[config.mk]
export PLATFORM = sky130hd
export DESIGN_NAME = bcl_top
export DESIGN_NICKNAME = d
export VERILOG_FILES = /design/src/common/bcl_pkg.sv /design/src/hw/bcl_decode.sv /design/src/hw/bcl_top.sv
export VERILOG_INCLUDE_DIRS = /design/src /design/src/common
export SDC_FILE = /design/constraint.sdc
export NUM_CORES = 1
export LEC_CHECK = 0
export ABC_AREA = 1
export BUFFER_PORTS_ARGS = -buffer_cell sky130_fd_sc_hd__clkbuf_2
export CAP_MARGIN = 20
export CELL_PAD_IN_SITES_DETAIL_PLACEMENT = 0
export CELL_PAD_IN_SITES_GLOBAL_PLACEMENT = 1
export CORE_ASPECT_RATIO = 0.8
export CORE_MARGIN = 2
export CORE_UTILIZATION = 40
export DETAILED_ROUTE_END_ITERATION = 6
export GPL_ROUTABILITY_DRIVEN = 0
export PLACE_DENSITY_LB_ADDON = 0.05
export SYNTH_ARGS = -nofsm -noshare
export SYNTH_HDL_FRONTEND = slang
export SYNTH_SLANG_ARGS = --single-unit
export TNS_END_PERCENT = 5
[constraint.sdc]
create_clock -name pclk -period 1.8 [get_ports pclk]
set_input_delay 0 -clock pclk [delete_from_list [all_inputs] [get_ports pclk]]
set_output_delay 0 -clock pclk [all_outputs]
set_load 0.005 [all_outputs]
[src/common/bcl_consts.svh]
// constants for the boot configuration latch block
`ifndef BCL_CONSTS_SVH
`define BCL_CONSTS_SVH
// ----------------------------------------------------------------
// register indices (byte address = 4 * index)
// ----------------------------------------------------------------
`define BCL_IDX_DRIVE_LOW      4'h0
`define BCL_IDX_DRIVE_HIGH     4'h1
`define BCL_IDX_PIN_DEBUG      4'h2
`define BCL_IDX_CLOCK_ECC      4'h3
`define BCL_IDX_ACTIVE_LOW     4'h4
`define BCL_IDX_ACTIVE_HIGH    4'h5
`define BCL_IDX_ACTIVE_PIN     4'h6
`define BCL_IDX_ACTIVE_CLOCK   4'h7
`define BCL_IDX_STATUS         4'h8
// ----------------------------------------------------------------
// factory defaults of the four latch bytes
// ----------------------------------------------------------------
`define BCL_DEF_DRIVE_LOW      8'h00
`define BCL_DEF_DRIVE_HIGH     8'h00
`define BCL_DEF_PIN_DEBUG      8'h40
`define BCL_DEF_CLOCK_ECC      8'h0a
// ----------------------------------------------------------------
// field positions
// ----------------------------------------------------------------
`define BCL_BIT_EXT_RESET      7
`define BCL_BIT_DEBUG_EN       6
`define BCL_BIT_ECC_EN         3
`define BCL_BIT_BOOT_SPEED     0
`define BCL_PHASE_MSB          7
`define BCL_PHASE_LSB          4
`define BCL_DPS_MSB            2
`define BCL_DPS_LSB            1
`define BCL_BYTE2_USED_MASK    8'hc3
`define BCL_NUM_PORTS          9
`define BCL_LATCH_BYTES        4
// ----------------------------------------------------------------
// boot oscillator frequencies in MHz
// ----------------------------------------------------------------
`define BCL_BOOT_MHZ_SLOW      8'h0c
`define BCL_BOOT_MHZ_FAST      8'h30
`endif

[src/common/bcl_pkg.sv]
// types for the boot configuration latch block
package bcl_pkg;
    typedef enum logic [1:0] {
        BCL_DRV_HIZ_ANALOG  = 2'b00,
        BCL_DRV_HIZ_DIGITAL = 2'b01,
        BCL_DRV_PULL_UP     = 2'b10,
        BCL_DRV_PULL_DOWN   = 2'b11
    } bcl_drive_t;
    typedef enum logic [1:0] {
        BCL_DBG_JTAG5 = 2'b00,
        BCL_DBG_JTAG4 = 2'b01,
        BCL_DBG_SWD   = 2'b10,
        BCL_DBG_NONE  = 2'b11
    } bcl_dbg_port_t;
    typedef enum logic [1:0] {
        BCL_ST_RESET = 2'b00,
        BCL_ST_LOAD  = 2'b01,
        BCL_ST_RUN   = 2'b10
    } bcl_state_t;
    typedef struct packed {
        bcl_drive_t [8:0] port_reset_drive_mode;
        logic             external_reset_pin_select;
        logic             debug_access_enable;
        bcl_dbg_port_t    debug_port_select;
        logic             spare_flash_ecc_enable;
        logic             boot_clock_speed;
        logic [3:0]       digital_clock_phase_delay;
    } bcl_config_t;
    typedef struct packed {
        logic [7:0] drive_low;
        logic [7:0] drive_high;
        logic [7:0] pin_debug;
        logic [7:0] clock_ecc;
    } bcl_latch_t;
    typedef struct packed {
        logic [31:0] paddr;
        logic        psel;
        logic        penable;
        logic        pwrite;
        logic [31:0] pwdata;
    } bcl_apb_req_t;
    typedef struct packed {
        logic [31:0] prdata;
        logic        pready;
        logic        pslverr;
    } bcl_apb_rsp_t;
endpackage

[src/hw/bcl_decode.sv]
// decodes four latch bytes into the device configuration fields
`timescale 1ns/1ps
`include "bcl_consts.svh"
module bcl_decode (
    input  wire bcl_pkg::bcl_latch_t   latch,
    output bcl_pkg::bcl_config_t       cfg
);
    import bcl_pkg::*;
    always_comb begin
        for (int i = 0; i < 4; i++) begin
            cfg.port_reset_drive_mode[i]   = bcl_drive_t'(latch.drive_low[2*i +: 2]);
            cfg.port_reset_drive_mode[i+4] = bcl_drive_t'(latch.drive_high[2*i +: 2]);
        end
        cfg.port_reset_drive_mode[8]     = bcl_drive_t'(latch.pin_debug[1:0]);
        // field placement in bytes 2 and 3
        cfg.external_reset_pin_select    = latch.pin_debug[`BCL_BIT_EXT_RESET];
        cfg.debug_access_enable          = latch.pin_debug[`BCL_BIT_DEBUG_EN];
        // phase code passes through undecoded; its meaning lies downstream
        cfg.digital_clock_phase_delay    = latch.clock_ecc[`BCL_PHASE_MSB:`BCL_PHASE_LSB];
        cfg.spare_flash_ecc_enable       = latch.clock_ecc[`BCL_BIT_ECC_EN];
        cfg.debug_port_select            =
            bcl_dbg_port_t'(latch.clock_ecc[`BCL_DPS_MSB:`BCL_DPS_LSB]);
        cfg.boot_clock_speed             = latch.clock_ecc[`BCL_BIT_BOOT_SPEED];
    end
endmodule

[src/hw/bcl_top.sv]
// boot configuration latch array with apb access and reset-time sampling
//
// The APB register port is this design's own decision.
`timescale 1ns/1ps
`include "bcl_consts.svh"
// Behaviour
// - four nonvolatile latch bytes configure the device on leaving reset; here every presetn assertion reloads their factory defaults
// - each two-bit port field selects analog, digital, pull-up or pull-down reset drive
// - reset-select bit: 0 shared pin is gpio, 1 it is external reset input
// - debug-access bit: 0 blocks debug, 1 allows it; default 1
// - boot-speed bit: 0 selects 12 MHz, 1 selects 48 MHz boot oscillator
// - debug port field: five-wire jtag, four-wire jtag, swd, or none
// - ecc bit: 0 spare flash is data storage, 1 it holds ecc; default 1
// - four-bit field selects digital clock phase delay
module bcl_top (
    input  wire logic                 pclk,
    input  wire logic                 presetn,
    input  wire logic [31:0]          paddr,
    input  wire logic                 psel,
    input  wire logic                 penable,
    input  wire logic                 pwrite,
    input  wire logic [31:0]          pwdata,
    output logic [31:0]               prdata,
    output logic                      pready,
    output logic                      pslverr,
    output bcl_pkg::bcl_config_t      cfg_active,
    output logic                      cfg_valid,
    output logic [7:0]                boot_clock_mhz
);
    import bcl_pkg::*;

    // ----------------------------------------------------------------
    // state
    // ----------------------------------------------------------------
    typedef struct packed {
        bcl_state_t  state;
        bcl_latch_t  latch;
        bcl_latch_t  snap;
        bcl_config_t cfg;
        logic        valid;
        logic [7:0]  mhz;
        logic [15:0] writes;
        logic [31:0] rdata;
        logic        ready;
        logic        err;
    } bcl_st_t;

    bcl_st_t     st_reg;
    bcl_st_t     st_next;
    bcl_config_t dec_cfg;

    function automatic logic [31:0] byte_word(input logic [7:0] b);
        return {24'h000000, b};
    endfunction

    function automatic logic [3:0] reg_index(input logic [31:0] a);
        return a[5:2];
    endfunction

    function automatic logic [31:0] reg_addr(input logic [3:0] i);
        return {26'h0, i, 2'b00};
    endfunction

    // the decoder sees the latches as sampled at reset, not live contents
    bcl_decode u_decode (
        .latch (st_reg.snap),
        .cfg   (dec_cfg)
    );

    // ----------------------------------------------------------------
    // next-state logic
    // ----------------------------------------------------------------
    logic       acc;
    logic       hit;
    logic [3:0] idx;
    logic       wr_acc;

    always_comb begin
        st_next = st_reg;
        idx     = reg_index(paddr);
        acc     = psel && penable && !st_reg.ready;
        hit     = (paddr[31:6] == 26'h0) && (paddr[1:0] == 2'b00)
                  && (idx <= `BCL_IDX_STATUS);
        st_next.ready = 1'b0;
        st_next.err   = 1'b0;
        case (st_reg.state)
            BCL_ST_RESET: begin
                st_next.state = BCL_ST_LOAD;
            end
            BCL_ST_LOAD: begin
                // one-time capture after reset release
                st_next.snap  = st_reg.latch;
                st_next.state = BCL_ST_RUN;
            end
            BCL_ST_RUN: begin
                st_next.cfg   = dec_cfg;
                st_next.valid = 1'b1;
                st_next.mhz   = dec_cfg.boot_clock_speed ? `BCL_BOOT_MHZ_FAST
                                                         : `BCL_BOOT_MHZ_SLOW;
            end
            default: begin
                st_next.state = BCL_ST_RESET;
            end
        endcase
        if (acc) begin
            st_next.ready = 1'b1;
            st_next.err   = !hit || (pwrite && idx > `BCL_IDX_CLOCK_ECC);
            st_next.rdata = 32'h0000_0000;
            if (hit && pwrite) begin
                // writes reprogram the array only; live config waits for reset
                case (idx)
                    `BCL_IDX_DRIVE_LOW:  st_next.latch.drive_low  = pwdata[7:0];
                    `BCL_IDX_DRIVE_HIGH: st_next.latch.drive_high = pwdata[7:0];
                    `BCL_IDX_PIN_DEBUG:  st_next.latch.pin_debug  =
                        pwdata[7:0] & `BCL_BYTE2_USED_MASK;
                    `BCL_IDX_CLOCK_ECC:  st_next.latch.clock_ecc  = pwdata[7:0];
                    default: ;
                endcase
                // wear counter lets software watch rewrites
                if (idx <= `BCL_IDX_CLOCK_ECC && st_reg.writes != 16'hffff)
                    st_next.writes = st_reg.writes + 16'h0001;
            end else if (hit) begin
                case (idx)
                    `BCL_IDX_DRIVE_LOW:    st_next.rdata = byte_word(st_reg.latch.drive_low);
                    `BCL_IDX_DRIVE_HIGH:   st_next.rdata = byte_word(st_reg.latch.drive_high);
                    `BCL_IDX_PIN_DEBUG:    st_next.rdata = byte_word(st_reg.latch.pin_debug);
                    `BCL_IDX_CLOCK_ECC:    st_next.rdata = byte_word(st_reg.latch.clock_ecc);
                    `BCL_IDX_ACTIVE_LOW:   st_next.rdata = byte_word(st_reg.snap.drive_low);
                    `BCL_IDX_ACTIVE_HIGH:  st_next.rdata = byte_word(st_reg.snap.drive_high);
                    `BCL_IDX_ACTIVE_PIN:   st_next.rdata = byte_word(st_reg.snap.pin_debug);
                    `BCL_IDX_ACTIVE_CLOCK: st_next.rdata = byte_word(st_reg.snap.clock_ecc);
                    `BCL_IDX_STATUS:       st_next.rdata = {15'h0000, st_reg.valid,
                                                            st_reg.writes};
                    default:               st_next.rdata = 32'h0000_0000;
                endcase
            end
        end
    end

    // ----------------------------------------------------------------
    // registers
    // ----------------------------------------------------------------
    // latch array keeps its contents across reset in silicon; here it
    // restarts at factory defaults on every presetn assertion as a limitation
    always_ff @(posedge pclk or negedge presetn) begin
        if (!presetn) begin
            st_reg                 <= '0;
            st_reg.state           <= BCL_ST_RESET;
            st_reg.latch.drive_low <= `BCL_DEF_DRIVE_LOW;
            st_reg.latch.drive_high<= `BCL_DEF_DRIVE_HIGH;
            st_reg.latch.pin_debug <= `BCL_DEF_PIN_DEBUG;
            st_reg.latch.clock_ecc <= `BCL_DEF_CLOCK_ECC;
            st_reg.mhz             <= `BCL_BOOT_MHZ_SLOW;
        end else begin
            st_reg <= st_next;
        end
    end

    assign prdata         = st_reg.rdata;
    assign pready         = st_reg.ready;
    assign pslverr        = st_reg.err;
    assign cfg_active     = st_reg.cfg;
    assign cfg_valid      = st_reg.valid;
    assign boot_clock_mhz = st_reg.mhz;
    // helper for the checks: a write in its first access cycle
    assign wr_acc         = acc && pwrite;
endmodule

==> out/metrics.csv <==
stage,metric,value,unit
min_path,worst_hold_path_type,in -> async,
power,p_int,4.975,mW
routing,drtAntennaViolNets,0,
layout,n_antenna_cell,0,
yosys,synth_seq_cells,123,
routing,vias,5398,
layout,final_instance_area,7552,um2
floorplan,floorplan.initialDensity,40.78,%
clocking,cts_root_buf,clkbuf_16,
global_routing,grt_util_all_layers,20.96,%
power,max-vdd-ir-drop,0.6658,mV
routing,route.final.wire_length,17.05,mm
yosys,post-synth-top-count-cell,nand2_1,
power,power-per-cell-area,848.6,nW/um2
clocking,clkTransAtPathRegs,0.06,ns
power,comb_power_share,4.6,%
yosys,dominantRegCellSynth,dfrtp_1,
global_routing,globalRoute.totalOverflow,0,
timing,clock.fmax,600.5,MHz
timing,final.min_clock_period,1.665,ns
global_routing,number_of_global_route_vias_before_repair,5027,
clocking,max-clock-path-buffers,2,
floorplan,die_height,117.1,um
worst_setup_path,setup.worst_path.start_class,flop,
clocking,total_clock_buffers_created_by_cts,17,
layout,largest_reg_flops,74,
layout,layout.nets,947,
floorplan,dieWidth,145.4,um
power,power.leakage,3.818,nW
clocking,clk-insertion-delay-late,0.42,ns
routing,detail_route.iter0.violations,457,
floorplan,fp-row-count,41,
power,power.total,6.409,mW
floorplan,floorplan.die_area,17040,um2
worst_setup_path,crit_arrival,1.98,ns
yosys,largest_cells_by_area_after_synthesis,"dfrtp_1 (47%), nand2_1 (14%), buf_4 (8.1%), nand4_1 (4.6%), inv_1 (4.3%)",
yosys,synthCells,800,
routing,topRoutingLayerUsed,met4,
clocking,cts_tree,yes,
flow_run,cap_violations,0,
timing,setup_tns,0,ns
power,clock_power_share,52.1,%
worst_setup_path,timing.critical_path.slowest_stage_cell,nor2_4,
yosys,synth_top_area_share,46.52,%
status,status,"complete, no violations",
yosys,number_of_enable_flip_flop_cells_after_synthesis,0,
layout,drive_gt1_share,20.67,%
power,net_switching_power,1.434,mW
yosys,synth_seq_area_share,48.16,%
routing,route.met2.wl,6.927,mm
worst_setup_path,worst-setup-path-type,reg -> reg,
timing,worst-slew-pin-transition,0.5532,ns
placement,port_buffers,96,
timing,timing.final.setup_violations,0,
global_routing,grt_pass1_wl,27.21,mm
global_routing,grt_max_degree,58,
floorplan,core_area,15700,um2
timing,finalHoldViolCount,0,
worst_setup_path,path_cells,nor2_4 -> buf_4 -> nand4_2 -> nand2_1 -> nand2_1,
placement,dpl.hpwl,12.66,mm
timing,setup_repair_after_global_routing_missed_its_margin,no,
global_routing,number_of_antenna_violations_at_the_first_check_in_global_routing,0,
clocking,cts-htree-levels,4,
routing,met3RoutedLength,999,um
timing,number_of_max_slew_violations_in_the_final_report,0,
routing,viasPerCell,4.885,
yosys,ys.warnings.count,0,
routing,firstDrtPassIters,5,
timing,min_period_over_period,92.52,%
layout,area_growth,17.98,%
worst_setup_path,worst-path-max-fanout,14,
routing,detail_route.wl_per_cell,15.43,um
yosys,post_synth_most_frequent_cells,"nand2_1 (240), dfrtp_1 (119), inv_1 (73)",
worst_setup_path,cpPeakStageDelay,0.45,ns
timing,max_slew_margin,63.04,%
worst_setup_path,cp_common_cell,nand2_1,
timing,fin_skew,0.007541,ns
routing,drt_drc_violations_left,0,
clocking,clock_sink_count,123,
worst_setup_path,cp.buffers_inverters,1,
layout,nFillCells,1628,
worst_setup_path,end_kind,flop,
worst_setup_path,crit_family,simple AND/OR/NAND/NOR gates,
floorplan,io_pins,140,
yosys,syn-mean-instance-area,8.001,um2
worst_setup_path,critical_path_required,2.11,ns
yosys,synth_largest_area_cell,dfrtp_1,
power,pwr-share-seq,43.3,%
yosys,synth_area,6401,um2
placement,placedInstanceArea,6794,um2
routing,met1Wirelength,9.009,mm
power,p_sw_share,22.37,%
yosys,share_of_flip_flops_with_an_asynchronous_set_or_reset_after_synthesis,100.0,%
yosys,post_synth_num_cell_types,33,
## power by group through the flow
stage          clock network [mW]  logic (mW)  registers, mW
2_1_floorplan                   0       0.122           2.82
3_3_place_gp                    0       0.274           2.82
3_5_place_dp                    0       0.277           2.82
4_1_cts                      3.40       0.294           2.77
5_1_grt                      3.54       0.330           2.77
6_report                     3.34       0.295           2.77
## cells in the final DEF, fill, tap and decap left out
cell	n
clkinv_1	1
and2_0	1
dlygate4sd3_1	10
o211ai_1	1
nand3_2	1
dfrtp_1	119
clkinvlp_4	1
nand3_1	26
nor2_2	2
clkinv_2	3
clkbuf_2	95
nor2_1	72
dfstp_2	4
clkinv_4	4
nand3b_1	2
clkbuf_8	2
nand4_4	2
a21oi_1	11
bufinv_16	2
ha_4	1
nand4_2	3
o21ai_0	51
nor3_4	1
o22ai_1	17
xor2_1	10
o21ai_1	3
nand2_2	8
nand2_1	234
nand4_1	47
inv_1	73
nor2_4	3
inv_2	2
clkbuf_16	17
nor3_1	6
buf_12	3
conb_1	19
nor2_8	1
buf_4	28
clkbuf_1	3
nand3_4	1
## cells by family after synthesis
kind of cell    Yosys count  share of synthesized area (%)
simple gates            409                          28.48
compound gates           83                          6.861
buf+inv                 173                          14.87
flops                   123                          48.16
other cells               1                        0.05858
xor+xnor                 10                          1.368
fa+ha+maj                 1                         0.1954
## metrics by stage
step	hold slack (ns)	setup WS [ns]	cells	utilization, %
2_1_floorplan	-0.2956	0.1373	818	-
3_3_place_gp	-0.08494	0.1064	1059	43.28
3_5_place_dp	-0.08371	0.07000	1059	43.28
4_1_cts	0.005715	0.04498	1101	47.62
5_1_grt	0.04994	0.01132	1105	48.11
6_report	0.008090	0.1346	1105	48.11
## area by class of cell
cell class / instances / area (um2) / area share, %
sequential: 123 / 3083 / 40.82
timing repair buffer: 136 / 845.8 / 11.20
clock buffer: 22 / 464.2 / 6.146
tap: 215 / 269.0 / 3.562
clock inverter: 10 / 117.6 / 1.557
inverter: 76 / 285.3 / 3.777
multi-input combinational: 523 / 2487 / 32.94
## layer usage
| metal | global-route usage [%] | vias to the layer above |
|---|---|---|
| met2 | 30.21 | 170 |
| li1 | - | 2648 |
| met3 | 5.039 | 10 |
| met4 | 5.425 | 0 |
| met5 | 0 | - |
| met1 | 31.66 | 2570 |
## worst paths after layout
| kind | to | from | cells after the start | slack [ns] |
|---|---|---|---|---|
| worst min-delay path | st_reg[123] | presetn | 2 | 0.008 |
| min in group pclk | st_reg[41] | penable | 5 | 0.08 |
| worst max register to register | st_reg[123] | pready | 5 | 0.13 |
| worst max-delay path | st_reg[123] | pready | 5 | 0.13 |
| max in group asynchronous | st_reg[133] | presetn | 3 | 1.10 |
| worst min register to register | st_reg[151] | st_reg[152] | 1 | 0.42 |
## timing repair
item                                    4_1_cts  5_1_grt
endpoints found under the setup margin        0       16
hold buffers                                 10        0
setup buffers                                 0        3
endpoints found under the hold margin       149        0
gates resized for setup                       0       10
Note: power is estimated with default switching activity, not from simulation.
